<file path="config.mk">
export PLATFORM = sky130hd
export DESIGN_NAME = btm_monitor
export DESIGN_NICKNAME = d
export VERILOG_FILES = /design/src/logic/btm_counter.v /design/src/logic/btm_monitor.v
export VERILOG_INCLUDE_DIRS = /design/src /design/src/logic
export SDC_FILE = /design/constraint.sdc
export NUM_CORES = 1
export LEC_CHECK = 0
export BUFFER_PORTS_ARGS = -buffer_cell sky130_fd_sc_hd__buf_2
export CORE_MARGIN = 2
export CORE_UTILIZATION = 50
export CTS_CLUSTER_DIAMETER = 30
export DETAILED_ROUTE_END_ITERATION = 8
export PLACE_DENSITY_LB_ADDON = 0.2
export SLEW_MARGIN = 20
export SYNTH_ARGS = -nofsm -noshare
export SYNTH_HDL_FRONTEND = slang
export SYNTH_SLANG_ARGS = --single-unit
</file>
<file path="constraint.sdc">
create_clock -name REF_CLK -period 11.65 [get_ports REF_CLK]
set_clock_uncertainty 0.2 [all_clocks]
set_input_delay 1.7475 -clock REF_CLK [delete_from_list [all_inputs] [get_ports REF_CLK]]
set_output_delay 1.7475 -clock REF_CLK [all_outputs]
set_load 0.005 [all_outputs]
</file>
<file path="src/logic/btm_defs.vh">
`ifndef BTM_DEFS_VH
`define BTM_DEFS_VH

// register byte offsets
`define BTM_OFF_CTRL      8'h00
`define BTM_OFF_STATUS    8'h04
`define BTM_OFF_SLOT      8'h08
`define BTM_OFF_ID        8'h0C
`define BTM_OFF_CYC_LO    8'h10
`define BTM_OFF_CYC_HI    8'h14
`define BTM_OFF_RDB_LO    8'h18
`define BTM_OFF_RDB_HI    8'h1C
`define BTM_OFF_WRB_LO    8'h20
`define BTM_OFF_WRB_HI    8'h24
`define BTM_OFF_RDQ_LO    8'h28
`define BTM_OFF_RDQ_HI    8'h2C
`define BTM_OFF_WRQ_LO    8'h30
`define BTM_OFF_WRQ_HI    8'h34
`define BTM_OFF_WRS_LO    8'h38
`define BTM_OFF_WRS_HI    8'h3C

// control register fields
`define BTM_CTRL_START    0
`define BTM_CTRL_STOP     1
`define BTM_CTRL_CLEAR    2
`define BTM_CTRL_WIDE     3

// status register fields
`define BTM_STAT_RUN      0
`define BTM_STAT_DONE     1

// reset values
`define BTM_SLOT_RST      2'h0
`define BTM_WIDE_RST      1'h0

// axi responses
`define BTM_RESP_OKAY     2'h0
`define BTM_RESP_SLVERR   2'h2

`endif

</file>
<file path="src/logic/btm_counter.v">
`timescale 1ns/10ps
`default_nettype none

// one metric counter, 64 bits, wraps at 32 bits in narrow mode
module btm_counter #(
    parameter INC_W = 8
) (
    input  wire             clk,
    input  wire             rst_b,
    input  wire             clear,
    input  wire             run,
    input  wire             wide,
    input  wire [INC_W-1:0] inc,
    output wire [63:0]      count
);
    reg  [63:0] cnt_r;   // accumulated value
    reg  [63:0] cnt_nxt; // next value
    reg  [63:0] sum;     // full 64-bit sum

    // add only while the window is open; narrow mode keeps upper half at zero
    always @* begin
        sum     = cnt_r + {{(64-INC_W){1'b0}}, inc};
        cnt_nxt = cnt_r;
        if (clear) begin
            cnt_nxt = 64'h0;
        end else if (run) begin
            cnt_nxt = wide ? sum : {32'h0, sum[31:0]};
        end
    end

    always @(posedge clk) begin
        if (!rst_b) begin
            cnt_r <= 64'h0;
        end else begin
            cnt_r <= cnt_nxt;
        end
    end

    assign count = cnt_r;
endmodule

`default_nettype wire

</file>
<file path="src/logic/btm_monitor.v">
// Function
// - monitor never drives or stalls watched channels
// - observe only memory slave read/write channels
// - four attachment slots, one selected
// - count read/write bytes, requests, write responses
// - processor writes start and stop commands
// - cycle counter runs from start to stop
// - counters selectable as 32 or 64 bits
// - final counts readable over register port
// - count only completed valid/ready handshakes
// - all registers reached over AXI4-Lite slave
//
// Decided for this implementation: the address map and the AXI4-Lite interface to the registers.
`timescale 1ns/10ps
`default_nettype none
`include "btm_defs.vh"

module btm_monitor #(
    parameter NSLOT  = 4,             // attachment slots
    parameter DATA_W = 256,           // monitored data width
    parameter [31:0] ID_VALUE = 32'h00C0FFEE // arbitrary identity value
) (
    input  wire                     REF_CLK,
    input  wire                     RST_B,
    // monitored slots, flattened, inputs only; nothing is ever driven back
    input  wire [NSLOT-1:0]         MON_ARVALID,
    input  wire [NSLOT-1:0]         MON_ARREADY,
    input  wire [NSLOT-1:0]         MON_RVALID,
    input  wire [NSLOT-1:0]         MON_RREADY,
    input  wire [NSLOT-1:0]         MON_AWVALID,
    input  wire [NSLOT-1:0]         MON_AWREADY,
    input  wire [NSLOT-1:0]         MON_WVALID,
    input  wire [NSLOT-1:0]         MON_WREADY,
    input  wire [NSLOT*DATA_W/8-1:0] MON_WSTRB,
    input  wire [NSLOT-1:0]         MON_BVALID,
    input  wire [NSLOT-1:0]         MON_BREADY,
    // axi4-lite register slave
    input  wire [7:0]               S_AXI_AWADDR,
    input  wire                     S_AXI_AWVALID,
    output reg                      S_AXI_AWREADY,
    input  wire [31:0]              S_AXI_WDATA,
    input  wire [3:0]               S_AXI_WSTRB,
    input  wire                     S_AXI_WVALID,
    output reg                      S_AXI_WREADY,
    output reg  [1:0]               S_AXI_BRESP,
    output reg                      S_AXI_BVALID,
    input  wire                     S_AXI_BREADY,
    input  wire [7:0]               S_AXI_ARADDR,
    input  wire                     S_AXI_ARVALID,
    output reg                      S_AXI_ARREADY,
    output reg  [31:0]              S_AXI_RDATA,
    output reg  [1:0]               S_AXI_RRESP,
    output reg                      S_AXI_RVALID,
    input  wire                     S_AXI_RREADY
);
    localparam SW    = DATA_W/8;   // strobe bits per beat
    localparam BW    = 8;          // width of a byte increment
    localparam BYTES = 8'd32;      // bytes per full read beat (no narrow bursts)

    // population count of one strobe word
    function [BW-1:0] popcnt;
        input [SW-1:0] s;
        integer i;
        begin
            popcnt = {BW{1'b0}};
            for (i = 0; i < SW; i = i + 1) begin
                popcnt = popcnt + {{(BW-1){1'b0}}, s[i]};
            end
        end
    endfunction

    // control state
    reg         run_r;       // measurement window open
    reg         done_r;      // window closed by stop
    reg         wide_r;      // 64-bit counters
    reg  [1:0]  slot_r;      // selected slot
    reg         clear_r;     // one-cycle clear pulse
    // write channel capture, either order
    reg         aw_got_r;
    reg         w_got_r;
    reg  [7:0]  aw_addr_r;
    reg  [31:0] w_data_r;
    reg  [3:0]  w_strb_r;

    // selected slot handshakes, registered once to ease timing;
    // monitored inputs share REF_CLK so no synchroniser is needed
    reg         ev_ar_r, ev_r_r, ev_aw_r, ev_w_r, ev_b_r;
    reg  [SW-1:0] ev_strb_r;

    // sample the chosen slot; pure observation, nothing is driven back
    always @(posedge REF_CLK) begin
        if (!RST_B) begin
            ev_ar_r   <= 1'b0;
            ev_r_r    <= 1'b0;
            ev_aw_r   <= 1'b0;
            ev_w_r    <= 1'b0;
            ev_b_r    <= 1'b0;
            ev_strb_r <= {SW{1'b0}};
        end else begin
            ev_ar_r   <= MON_ARVALID[slot_r] & MON_ARREADY[slot_r];
            ev_r_r    <= MON_RVALID[slot_r]  & MON_RREADY[slot_r];
            ev_aw_r   <= MON_AWVALID[slot_r] & MON_AWREADY[slot_r];
            ev_w_r    <= MON_WVALID[slot_r]  & MON_WREADY[slot_r];
            ev_b_r    <= MON_BVALID[slot_r]  & MON_BREADY[slot_r];
            ev_strb_r <= MON_WSTRB[slot_r*SW +: SW];
        end
    end

    // per-event increments
    wire [BW-1:0] inc_rdb = ev_r_r ? BYTES : {BW{1'b0}};
    wire [BW-1:0] inc_wrb = ev_w_r ? popcnt(ev_strb_r) : {BW{1'b0}};
    wire [63:0]   cyc, rdb, wrb, rdq, wrq, wrs;

    // cycle counter: one per core clock inside window
    btm_counter #(.INC_W(1)) u_cyc (.clk(REF_CLK), .rst_b(RST_B), .clear(clear_r), .run(run_r),
        .wide(wide_r), .inc(1'b1), .count(cyc));
    btm_counter #(.INC_W(BW)) u_rdb (.clk(REF_CLK), .rst_b(RST_B), .clear(clear_r), .run(run_r),
        .wide(wide_r), .inc(inc_rdb), .count(rdb));
    btm_counter #(.INC_W(BW)) u_wrb (.clk(REF_CLK), .rst_b(RST_B), .clear(clear_r), .run(run_r),
        .wide(wide_r), .inc(inc_wrb), .count(wrb));
    btm_counter #(.INC_W(1)) u_rdq (.clk(REF_CLK), .rst_b(RST_B), .clear(clear_r), .run(run_r),
        .wide(wide_r), .inc(ev_ar_r), .count(rdq));
    btm_counter #(.INC_W(1)) u_wrq (.clk(REF_CLK), .rst_b(RST_B), .clear(clear_r), .run(run_r),
        .wide(wide_r), .inc(ev_aw_r), .count(wrq));
    btm_counter #(.INC_W(1)) u_wrs (.clk(REF_CLK), .rst_b(RST_B), .clear(clear_r), .run(run_r),
        .wide(wide_r), .inc(ev_b_r), .count(wrs));

    // write commit happens when both halves are held and no response pending
    wire wr_fire = aw_got_r & w_got_r & ~S_AXI_BVALID;
    wire wr_map  = (aw_addr_r[7:2] <= 6'h0F) && (aw_addr_r[1:0] == 2'b00);

    // axi write channel: accept address and data independently
    always @(posedge REF_CLK) begin
        if (!RST_B) begin
            S_AXI_AWREADY <= 1'b0;
            S_AXI_WREADY  <= 1'b0;
            S_AXI_BVALID  <= 1'b0;
            S_AXI_BRESP   <= `BTM_RESP_OKAY;
            aw_got_r      <= 1'b0;
            w_got_r       <= 1'b0;
            aw_addr_r     <= 8'h00;
            w_data_r      <= 32'h0;
            w_strb_r      <= 4'h0;
        end else begin
            // ready offered for one cycle while the half is still missing
            S_AXI_AWREADY <= ~aw_got_r & S_AXI_AWVALID & ~S_AXI_AWREADY;
            S_AXI_WREADY  <= ~w_got_r & S_AXI_WVALID & ~S_AXI_WREADY;
            if (S_AXI_AWVALID & S_AXI_AWREADY) begin
                aw_got_r  <= 1'b1;
                aw_addr_r <= S_AXI_AWADDR;
            end
            if (S_AXI_WVALID & S_AXI_WREADY) begin
                w_got_r  <= 1'b1;
                w_data_r <= S_AXI_WDATA;
                w_strb_r <= S_AXI_WSTRB;
            end
            if (wr_fire) begin
                aw_got_r     <= 1'b0;
                w_got_r      <= 1'b0;
                S_AXI_BVALID <= 1'b1;
                S_AXI_BRESP  <= wr_map ? `BTM_RESP_OKAY : `BTM_RESP_SLVERR;
            end else if (S_AXI_BVALID & S_AXI_BREADY) begin
                S_AXI_BVALID <= 1'b0;
            end
        end
    end

    // control register effects: start opens, stop closes, clear zeroes
    always @(posedge REF_CLK) begin
        if (!RST_B) begin
            run_r   <= 1'b0;
            done_r  <= 1'b0;
            wide_r  <= `BTM_WIDE_RST;
            slot_r  <= `BTM_SLOT_RST;
            clear_r <= 1'b0;
        end else begin
            clear_r <= 1'b0;
            if (wr_fire && w_strb_r[0]) begin
                if (aw_addr_r == `BTM_OFF_CTRL) begin
                    wide_r <= w_data_r[`BTM_CTRL_WIDE];
                    if (w_data_r[`BTM_CTRL_CLEAR]) begin
                        clear_r <= 1'b1;
                        done_r  <= 1'b0;
                    end
                    // stop wins over start written together
                    if (w_data_r[`BTM_CTRL_STOP]) begin
                        run_r  <= 1'b0;
                        done_r <= run_r;
                    end else if (w_data_r[`BTM_CTRL_START]) begin
                        run_r  <= 1'b1;
                        done_r <= 1'b0;
                    end
                end else if (aw_addr_r == `BTM_OFF_SLOT) begin
                    // changing the slot mid-window mixes sources; software should not
                    slot_r <= w_data_r[1:0];
                end
            end
        end
    end

    // read mux of counter halves and status
    reg [31:0] rd_val;
    reg        rd_ok;
    always @* begin
        rd_ok = 1'b1;
        case (S_AXI_ARADDR)
            `BTM_OFF_CTRL:   rd_val = {28'h0, wide_r, 2'b00, run_r};
            `BTM_OFF_STATUS: rd_val = {30'h0, done_r, run_r};
            `BTM_OFF_SLOT:   rd_val = {30'h0, slot_r};
            `BTM_OFF_ID:     rd_val = ID_VALUE;
            `BTM_OFF_CYC_LO: rd_val = cyc[31:0];
            `BTM_OFF_CYC_HI: rd_val = cyc[63:32];
            `BTM_OFF_RDB_LO: rd_val = rdb[31:0];
            `BTM_OFF_RDB_HI: rd_val = rdb[63:32];
            `BTM_OFF_WRB_LO: rd_val = wrb[31:0];
            `BTM_OFF_WRB_HI: rd_val = wrb[63:32];
            `BTM_OFF_RDQ_LO: rd_val = rdq[31:0];
            `BTM_OFF_RDQ_HI: rd_val = rdq[63:32];
            `BTM_OFF_WRQ_LO: rd_val = wrq[31:0];
            `BTM_OFF_WRQ_HI: rd_val = wrq[63:32];
            `BTM_OFF_WRS_LO: rd_val = wrs[31:0];
            `BTM_OFF_WRS_HI: rd_val = wrs[63:32];
            default: begin
                rd_val = 32'h0;
                rd_ok  = 1'b0;
            end
        endcase
    end

    // axi read channel: one-cycle ready, data the cycle after
    always @(posedge REF_CLK) begin
        if (!RST_B) begin
            S_AXI_ARREADY <= 1'b0;
            S_AXI_RVALID  <= 1'b0;
            S_AXI_RDATA   <= 32'h0;
            S_AXI_RRESP   <= `BTM_RESP_OKAY;
        end else begin
            S_AXI_ARREADY <= S_AXI_ARVALID & ~S_AXI_ARREADY & ~S_AXI_RVALID;
            if (S_AXI_ARVALID & S_AXI_ARREADY) begin
                S_AXI_RVALID <= 1'b1;
                S_AXI_RDATA  <= rd_val;
                S_AXI_RRESP  <= rd_ok ? `BTM_RESP_OKAY : `BTM_RESP_SLVERR;
            end else if (S_AXI_RVALID & S_AXI_RREADY) begin
                S_AXI_RVALID <= 1'b0;
            end
        end
    end
endmodule

`default_nettype wire

</file>
======== Word level (Yosys, flattened, before mapping) ========
Index checks and enable logic that the tools add are counted.
cells by class
  muxes and demuxes ....................... 42
  bitwise gates (word level) .............. 27
  $lt $le $gt $ge ......................... 2
  reductions and logical operators ........ 17
  shifts and indexed selects .............. 1
  equal/unequal tests ..................... 16
  $add $sub $neg .......................... 37
  divide/modulo/power cells ............... 0
  $mul .................................... 0
operator list
  kind                                                                   number
  32-bit one-hot mux with 16 select lines                                1
  64-bit two-way mux                                                     6
  64-bit by 1-bit adder with 64-bit output                               3
  8-bit by 1-bit adder with 8-bit output                                 24
  128-bit by 8-bit indexed part select with 32-bit output                1
  64-bit by 1-bit adder with 64-bit output, second input constant        1
  64-bit by 6-bit adder with 64-bit output                               1
  64-bit by 8-bit adder with 64-bit output                               1
  8-bit by 6-bit equality test with 1-bit output, second input constant  8
  8-bit by 5-bit equality test with 1-bit output, second input constant  4
  8-bit by 4-bit equality test with 1-bit output, second input constant  3
  1-bit two-way mux                                                      21
  1-bit binary-select mux with 2-bit select                              10
  1-bit AND                                                              18
  8-bit zero test                                                        2
  16-bit OR reduction                                                    1
  3-bit AND reduction                                                    4
  1-bit NOT                                                              9
  7-bit by 1-bit adder with 8-bit output                                 1
  8-bit by 3-bit equality test with 1-bit output, second input constant  1
  8-bit two-way mux                                                      1
  6-bit by 1-bit adder with 7-bit output                                 1
  5-bit by 1-bit adder with 6-bit output                                 1
  6-bit by 4-bit <= comparator with 1-bit output, second input constant  1
  other kinds (13)                                                       18
storage, ports and cells
  memories ................................ 0
  bits in writable memories ............... 0
  latch bits .............................. 0
  memory bits (read-only) ................. 0
  bits of input ports ..................... 227
  word-level logic and storage cells ...... 172
  register bits after elaboration ......... 483

======== Depth between registers and ports, before layout ========
Gate-level depths: netlist of the first run.
  word-level depth ........................ 34
  mapped depth ............................ 27

======== By module ========
A second synthesis of the first run with hierarchy kept.
second synthesis, totals
  cell total of the unflattened synthesis .. 3309
  area, all modules ....................... 28132.0 um^2
by module, submodules not included
  module                   area each (um^2)  cells an instance  times used
  btm_counter (u_cyc ...)  3239.4            390                4
  btm_monitor              8406.8            948                1
  btm_counter (u_rdb)      3500.9            411                1
  btm_counter (u_wrb)      3266.9            390                1

======== Least setup slack after synthesis of the first run ========
OpenSTA, ideal clock, no wires.
  kind .................................... register -> register
  from .................................... register ev_strb_r[0]
  to ...................................... register u_wrb.cnt_r[57], in the netlist u_wrb.count[57]
  arrival ................................. 6.424 ns
  buffers on the path ..................... 2
  path slack .............................. 4.956 ns
  cell stages (with the launch flop) ...... 27
  clock period less this slack ............ 6.694 ns
  data required time ...................... 11.380 ns
  cell sequence ........................... dfxtp_1 inv_1 fa_1 inv_1 fa_1 fa_1 fa_1 fa_1 inv_1 fa_1 inv_1 ha_1 inv_1 fa_1 inv_1 a21o_1 a21oi_1 xnor2_1 and2_1 ha_1 clkbuf_1 o211ai_1 o21ai_0 nand4_1 clkbuf_1 or4_1 a21oi_1
between the ends
  cells in the longest elaborated chain, start to end .. 34
RTL lines
  element                                               line               text
  start: declaration                                    btm_monitor.v:88   reg [SW-1:0] ev_strb_r;
  start signal: assignment                              btm_monitor.v:98   ev_strb_r <= {SW{1'b0}};
  start signal: assignment                              btm_monitor.v:105  ev_strb_r <= MON_WSTRB[slot_r*SW +: SW];
  1-bit by 1-bit adder with 2-bit output                btm_monitor.v:67   popcnt = popcnt + {{(BW-1){1'b0}}, s[i]};
  2-bit by 1-bit adder with 3-bit output                btm_monitor.v:67
  3-bit by 1-bit adder with 4-bit output                btm_monitor.v:67
  4-bit by 1-bit adder with 5-bit output                btm_monitor.v:67
  5-bit by 1-bit adder with 6-bit output                btm_monitor.v:67
  6-bit by 1-bit adder with 7-bit output                btm_monitor.v:67
  7-bit by 1-bit adder with 8-bit output                btm_monitor.v:67
  8-bit by 1-bit adder with 8-bit output (24 in a row)  btm_monitor.v:67
  8-bit two-way mux                                     btm_monitor.v:111  wire [BW-1:0] inc_wrb = ev_w_r ? popcnt(ev_strb_r) : {BW{1'b0}};
  64-bit by 8-bit adder with 64-bit output              btm_counter.v:22   sum = cnt_r + {{(64-INC_W){1'b0}}, inc};
  64-bit two-way mux                                    btm_counter.v:27   cnt_nxt = wide ? sum : {32'h0, sum[31:0]};
  end signal: assignment                                btm_counter.v:35   cnt_r <= cnt_nxt;
  end: declaration                                      btm_counter.v:16   reg [63:0] cnt_r;
Every way passes these cells.
A chain may end at the register's enable or synchronous reset.

======== Worst setup path in the final report of the first run ========
  from .................................... register ev_strb_r[0]
  to ...................................... register u_wrb.cnt_r[49], in the netlist u_wrb.count[49]
The elaborated chain is that of the path after synthesis.

==> impl_results.md, run 1 <==
- Clock network fraction of total power: 0.630
- R2r setup slk: 3570 ps
- Syn avg cell area: 8.30 sq um
- Layout cells sized above 1: 0.170
- Reg2reg path depth: 21
- H-tree Lvls: 3
- Residual DRC count: 0
- Final WL: 107000 um
- Commonest cells after routing, fill and taps aside: 473 x dfxtp_1, 297 x nor2_1, 253 x nand2_1
- Critical Path AT: ~8500 ps
- GRT Max-Usage Layer: met2
- Comb pwr share: 0.073
- Final ANT Viol Nets: 0
- Max frequency: between 100 and 150 MHz
- Req. time, crit path: approximately 12000 ps
- Fill cell count: approximately 4500
- I/O Buffers: 234
- Pint: between 4 and 5 mW
- Final Critical Period: around 8100 ps
- Die Y: about 240 um
- Crit path from: ev_strb_r[0]$_SDFF_PN0_
- Core Footprint: ~53000 sq um
- Vias: 27933
- Wire per inst: 25.6 um
- Clk buf depth: 3
- CP max stage cell: nor3_1
- Met2 GRT Util: 0.566
- Gp weighted congestion: just over 1
- Kind of end point of the critical path: flip-flop
- Min-delay src: S_AXI_RDATA[17]$_SDFFE_PN0P_
- Die ar.: 55300 sq um
- Max Cap Violations: 0
- Met1 usage: 0.487
- Crit-path cells: inv_1, fa_1, inv_1, fa_1, fa_1, fa_1, fa_1, inv_1, fa_1, inv_1, ha_1, a21o_1, a21oi_1, nor2b_1, o211a_1, ha_1, o211ai_1, nor3_1, nand4_1, or4_1, a21oi_1
- Most used cell, CP: fa_1
- Final Cycle Share: 0.693
- Yosys reg bits: approximately 480
- RR Startpoint: ev_strb_r[0]$_SDFF_PN0_
- Vias in the first global route: between 20000 and 30000
- Switch Pwr: 1.30 mW
- Reg2reg end: u_wrb.count[49]$_SDFFE_PP0P_
- Post-synthesis sequential area ratio: 0.357
- Nets: approximately 3700
- Post-CTS Setup Inserts: 0
- Number of synthesized flops with an enable pin: 0
- Final setup TNS: 0 ps
- Top_reg_cell synth: dfxtp_1
- Total congestion overflow: 0
- Worst-Skew Late Latency: between 600 and 700 ps
- Pre-Repair DR Iteration Count: 6
- Worst Max-Slew Pin Slew: about 1200 ps
- Startpoint types: flip-flop
- PwrDens: approximately 170 nW/um^2
- Setup CP Type: reg2reg
- Worst VDD drop: ~0.00016 V
- Initial Utilization: 0.508
- Ys async rst share: 0
- Initial antenna violation count: 7
- Syn-to-layout area delta: 22.0%
- Post-CTS sizing: 0
- Synth warnings: 0
- Netlist cell types: slightly below 80
- TritonCTS Buffers: between 100 and 150
- Aggregate global-route resource usage: 0.377
- DP Wirelength: approximately 79000 um
- Rel. slew slack: 0.197
- Setup violations, final: 0
- Status: complete, no violations
- Die Width: approximately 240 um
- Post-Synthesis Cells: approximately 3200
- Post-Synthesis Cell Area: 26700 sq um
- Net Sw Frac: 0.234
- First-pass GRT wire length: around 160000 um
- Vias/cell: approximately 6.7
- Cts hold-fix bufs: 0
- Hold Crit Class: reg2reg
- Worst hold stages: 2
- CTS Sinks: around 480
- Number of DRC markers in iteration 0: between 3000 and 4000
- Slowest stage delay, CP: 730 ps
- Worst hold path endpoint: S_AXI_RDATA[17]$_SDFFE_PN0P_
- CTS tree: built
- Seq pwr share: 0.297
- Fin. Hold Viols: 0
- Clk slew on worst S/H paths: roughly 50 ps
- Critical path fanouts, max: 14
- M3 GR Usage: 0.103
- Largest net degree at the start of global routing: between 90 and 100
- Count of pins over their slew limit: 0
- Cell row count: between 80 and 90
- Root Buffer: clkbuf_16
- Most common cell after layout, fill and taps aside: dfxtp_1
- RSZ-0062 raised after global routing: false
- Pleak: 11.1 nW
- Hold_ws: ~240 ps
- Top-level I/O count: between 200 and 300
## metal layers
| metal | up-vias | share of wire |
|---|---|---|
| met1 | 13557 | 0.40 |
| met4 | 0 | 0.064 |
| li1 | 12450 | - |
| met3 | 366 | 0.11 |
| met5 | - | 0 |
| met2 | 1560 | 0.43 |
## state kept, by name (all words and copies together), names as in the netlist, 2 cells and up
name and count:
u_wrq.count 64, S_AXI_RDATA 32, ev_strb_r 32, w_data_r 4
slot_r 2, aw_addr_r 8, u_rdq.count 64, u_cyc.count 64
u_wrb.count 64, u_rdb.count 59, u_wrs.count 64
## worst max-delay path: cells and delay by family, from the launching register on
kind | cells | cell delay [ps]
fa+ha+maj | 8 | 3830
simple gates | 4 | 2150
compound gates | 5 | 1260
flops | 1 | 310
buf+inv | 4 | 230
## metrics by stage
stage	instances	total power, mW	area [sq um]	util	setup slack (ps)
finish	4188	5.55	32600	0.619	3570
global route	4187	5.71	32600	0.619	3250
CTS	4184	5.56	32600	0.619	3710
detailed placement	3971	2.07	28300	0.538	3790
global placement	3971	2.06	28300	0.538	3990
floorplan	3221	1.94	26700	-	4960
## power by group through the flow
stage / clock, mW / combinational [mW] / sequential [mW]
detailed placement: 0 / 0.388 / 1.68
floorplan: 0 / 0.263 / 1.68
global route: 3.61 / 0.452 / 1.65
finish: 3.49 / 0.404 / 1.65
CTS: 3.51 / 0.399 / 1.65
global placement: 0 / 0.380 / 1.68
## worst max-delay path by stage
stage | end | slack, ps | depth (start not counted)
final | u_wrb.count[49]$_SDFFE_PP0P_ | 3570 | 21
after detailed placement | u_wrb.count[60]$_SDFFE_PP0P_ | 3790 | 21
after global routing | u_wrb.count[49]$_SDFFE_PP0P_ | 3250 | 21
after global placement | u_wrb.count[58]$_SDFFE_PP0P_ | 3990 | 21
after CTS | u_wrb.count[49]$_SDFFE_PP0P_ | 3710 | 21
after floorplan | u_wrb.count[57]$_SDFFE_PP0P_ | 4960 | 26
## cells in the mapped netlist, drive strengths merged, types with 25 or more instances
| cell type | number | area [sq um] |
|---|---|---|
| and4 | 36 | 315 |
| o31ai | 97 | 728 |
| nand4 | 183 | 1150 |
| fa | 25 | 500 |
| o21ai | 101 | 505 |
| or3 | 68 | 433 |
| and3 | 42 | 263 |
| mux4 | 37 | 833 |
| nand3 | 202 | 1010 |
| nor2 | 297 | 1110 |
| buf | 34 | 141 |
| nand2 | 253 | 950 |
| and2 | 61 | 382 |
| a22oi | 76 | 571 |
| xnor2 | 67 | 587 |
| a21oi | 204 | 1020 |
| xor2 | 118 | 1030 |
| mux2 | 30 | 338 |
| nor4 | 61 | 425 |
| or4 | 111 | 842 |
| clkbuf | 171 | 643 |
| dfxtp | 476 | 9530 |
| inv | 81 | 304 |
| mux2i | 52 | 521 |
| nor3 | 56 | 280 |
## final cells by class
| cell class | count | area (sq um) | area share |
|---|---|---|---|
| diodes | 4 | 10.0 | 0.000307 |
| clock buffers | 140 | 3150 | 0.0967 |
| clock inverters | 73 | 1100 | 0.0338 |
| inverters | 81 | 304 | 0.00932 |
| multi-input cells | 2459 | 16200 | 0.498 |
| flip-flops and latches | 476 | 9530 | 0.292 |
| well taps | 688 | 861 | 0.0264 |
| repair buffers | 267 | 1420 | 0.0436 |
## kinds of logic after synthesis
kind of cell             count (synthesis)  share of synthesized area
AO/OA/AOI/OAI                          662                      0.161
XOR/XNOR                               185                     0.0606
adder cells (fa/ha/maj)                 47                     0.0290
buffers and inverters                  286                     0.0407
flip-flops                             476                      0.357
multiplexers                           119                     0.0633
other                                    1                   0.000140
AND/OR/NAND/NOR                       1444                      0.289
Power figures use the tool's default switching activity.
==> inputs of run 2 (changes only) <==
- ABC_AREA: not set -> 1
- clock period: 11.65 -> 6.7 ns (I/O delays scaled with it)
==> run 2 against run 1 <==
  * Power rose by 76%
  * Die area rose by 13%
  * Combinational power rose by 50%
  * Critical path depth rose by 8
  * Sequential cell count did not move
  * Synthesized area rose by 13%
  * Critical path type unchanged
==> impl_results.md, run 2 <==
- Top_reg_cell synth: dfxtp_1
- Fill cell count: 5989 (+32%)
- Commonest cells after routing, fill and taps aside: 1101 x nand2_1, 819 x nor2_1, 605 x inv_1
- Final instance area: 36300 sq um (+11%)
- Max Cap Violations: 0 (unchanged)
- Comb pwr share: 0.062 (-0.011)
- TritonCTS Buffers: 119 (+5.3%)
- Worst VDD drop: 0.000209 V (+29%)
- Cell row count: 90 (+7.1%)
- Vias/cell: 5.71 (-14%)
- Max frequency: 159 MHz (+28%)
- Pre-CTS setup slack: 152 ps (-3640 ps)
- Total congestion overflow: 0 (unchanged)
- Clk slew on worst S/H paths: 50 ps (about the same)
- PwrDens: 269 nW/um^2 (+58%)
- Critical path fanouts, max: 7 (-7)
- CTS tree: built
- Pre-Repair DR Iteration Count: 8 (+2)
- I/O Buffers: 234 (unchanged)
- Seq pwr share: 0.293 (-0.004)
- Worst Max-Slew Pin Slew: 981 ps (-214 ps)
- Post-Synthesis Cell Area: 30200 sq um (+13%)
- Critical Path AT: 6680 ps (-1780 ps)
- Number of DRC markers in iteration 0: 4502 (+40%)
- Clk buf depth: 3 (unchanged)
- Final ANT Viol Nets: 0 (unchanged)
- Switch Pwr: 2.31 mW (+78%)
- Sequential cell area: 9530 sq um (about the same)
- Final Power: 9.77 mW (+76%)
- Cell taking the most area after synthesis: dfxtp_1
- Vias in the first global route: 31804 (+21%)
- Most common cell after layout, fill and taps aside: nand2_1
- Count of pins over their slew limit: 0 (unchanged)
- Final Critical Period: 6310 ps (-1770 ps)
- Largest net degree at the start of global routing: 85 (-14%)
- Netlist cell types: 53 (-33%)
- Rel. slew slack: 0.346 (+0.149)
- Worst-Skew Late Latency: 690 ps (about the same)
- Hold_ws: 231 ps (-4.48 ps)
- Syn avg cell area: 6.10 sq um (-26%)
- Cell with the most instances after synthesis: nand2_1
- Post-synth top area share: 0.316 (-0.0407)
- Req. time, crit path: 7070 ps (-4960 ps)
- Vias: 34640 (+24%)
- Root Buffer: clkbuf_16
- Cts hold-fix bufs: 0 (unchanged)
- Slowest stage delay, CP: 540 ps (-190 ps)
- Final WL: 123000 um (+14%)
- Kind of end point of the critical path: flip-flop
- Pleak: 14.4 nW (+29%)
- Area of the multi-input gates: 17600 sq um (+8.5%)
- Ys async rst share: 0 (unchanged)
- Synth warnings: 0 (unchanged)
- Residual DRC count: 0 (unchanged)
- Syn-to-layout area delta: 20.3%
- Antenna cells: 0 (-4)
- Number of synthesized flops with an enable pin: 0 (unchanged)
- Aggregate global-route resource usage: 0.382 (+0.00412)
- Wire per inst: 20.2 um (-21%)
- Startpoint types: flip-flop
- Top-level I/O count: 268 (unchanged)
- Setup WS post-layout: 393 ps (-3180 ps)
- Gp weighted congestion: 1.02 (-0.40%)
- Layout cells sized above 1: 0.116 (-0.0541)
- Fin. Hold Viols: 0 (unchanged)
- Die Y: 250 um (+6.1%)
- CTS Sinks: 476 (unchanged)
- Post-synth top cells: 1104 x nand2_1, 820 x nor2_1, 606 x inv_1
- Net Sw Frac: 0.236 (+0.00285)
- Initial antenna violation count: 1 (-6)
- First-pass GRT wire length: 184000 um (+14%)
- H-tree Lvls: 3 (unchanged)
- Setup violations, final: 0 (unchanged)
- Core Footprint: 60000 sq um (+14%)
- Die ar.: 62300 sq um (+13%)
- Setup CP Type: reg2reg
- Post-synthesis sequential area ratio: 0.316 (-0.0407)
- Clock network fraction of total power: 0.645 (+0.015)
- Post-Synthesis Cells: 4945 (+54%)
- Nets: 5452 (+48%)
- DP Wirelength: 92900 um (+17%)
- Pint: 7.46 mW (+75%)
- CP max stage cell: fa_1
- Final Cycle Share: 0.941 (+0.248)
- Initial Utilization: 0.503 (-0.00483)
- Die Width: 250 um (+6.1%)
- Placed inst area: 31800 sq um (+12%)
- Hold Crit Class: reg2reg
- Yosys reg bits: 476 (unchanged)
- Area contributors post-synth: dfxtp_1 32%, nand2_1 14%, nor2_1 10%, nand3_1 8.4%, inv_1 7.5%
- Status: complete, no violations
run 2: power by group through the flow:
stage	combinational [mW]	clock (mW)	sequential, mW
finish	0.604	6.30	2.87
CTS	0.592	6.32	2.87
floorplan	0.414	0	2.92
detailed placement	0.590	0	2.92
global placement	0.566	0	2.92
global route	0.710	6.48	2.87
run 2: repair_timing:
action / CTS / global route
setup buffers: 0 / 3
gates resized for setup: 0 / 11
endpoints found under the setup margin: 0 / 54
run 2: path summary, 6_finish.rpt:
path	from	endpoint	slack (ps)	cells after the start
min reg2reg	aw_got_r$_SDFFE_PP0P_	S_AXI_AWREADY$_SDFF_PN0_	230	1
max reg2reg	ev_strb_r[0]$_SDFF_PN0_	u_wrb.count[22]$_SDFFE_PP0P_	390	29
max	ev_strb_r[0]$_SDFF_PN0_	u_wrb.count[22]$_SDFFE_PP0P_	390	29
min	aw_got_r$_SDFFE_PP0P_	S_AXI_AWREADY$_SDFF_PN0_	230	1
run 2: metal layers:
layer  track usage  routed length, um  up-vias  share of wire
met5             0                 10        -       0.000082
met2         0.578              51900     2006           0.42
met3        0.0996              14300      341           0.12
met1         0.503              49700    15650           0.41
li1              -                  -    16641              -
met4         0.190               6690        2          0.055
run 2: layout make-up:
cell class / count / area share
inverter: 616 / 0.0639
tap: 782 / 0.0270
clock buffer: 145 / 0.0895
multi-input combinational: 3700 / 0.486
timing repair buffer: 265 / 0.0391
clock inverter: 79 / 0.0321
sequential: 476 / 0.263
run 2: kinds of logic (layout without fill, tap and decap cells):
family	after synthesis	count (layout)	share of synthesized area
other	1	2	0.000124
adder cells (fa/ha/maj)	47	47	0.0257
flip-flops	476	476	0.316
buffers and inverters	771	1105	0.102
AO/OA/AOI/OAI	697	697	0.120
AND/OR/NAND/NOR	2925	2926	0.428
XOR/XNOR	28	28	0.00813
run 2: worst max-delay path: cells and delay by family, from the launching register on:
family          cells  cell delay, ps
buf+inv             7             420
fa+ha+maj           9            3740
compound gates      4             450
flops               1             310
simple gates        9            1090
run 2: stage by stage:
step	util	setup TNS [ps]	instances
2_1_floorplan	-	0	4946
3_3_place_gp	0.530	0	5834
3_5_place_dp	0.530	0	5834
4_1_cts	0.603	0	6058
5_1_grt	0.605	-47.3	6063
6_report	0.605	0	6063
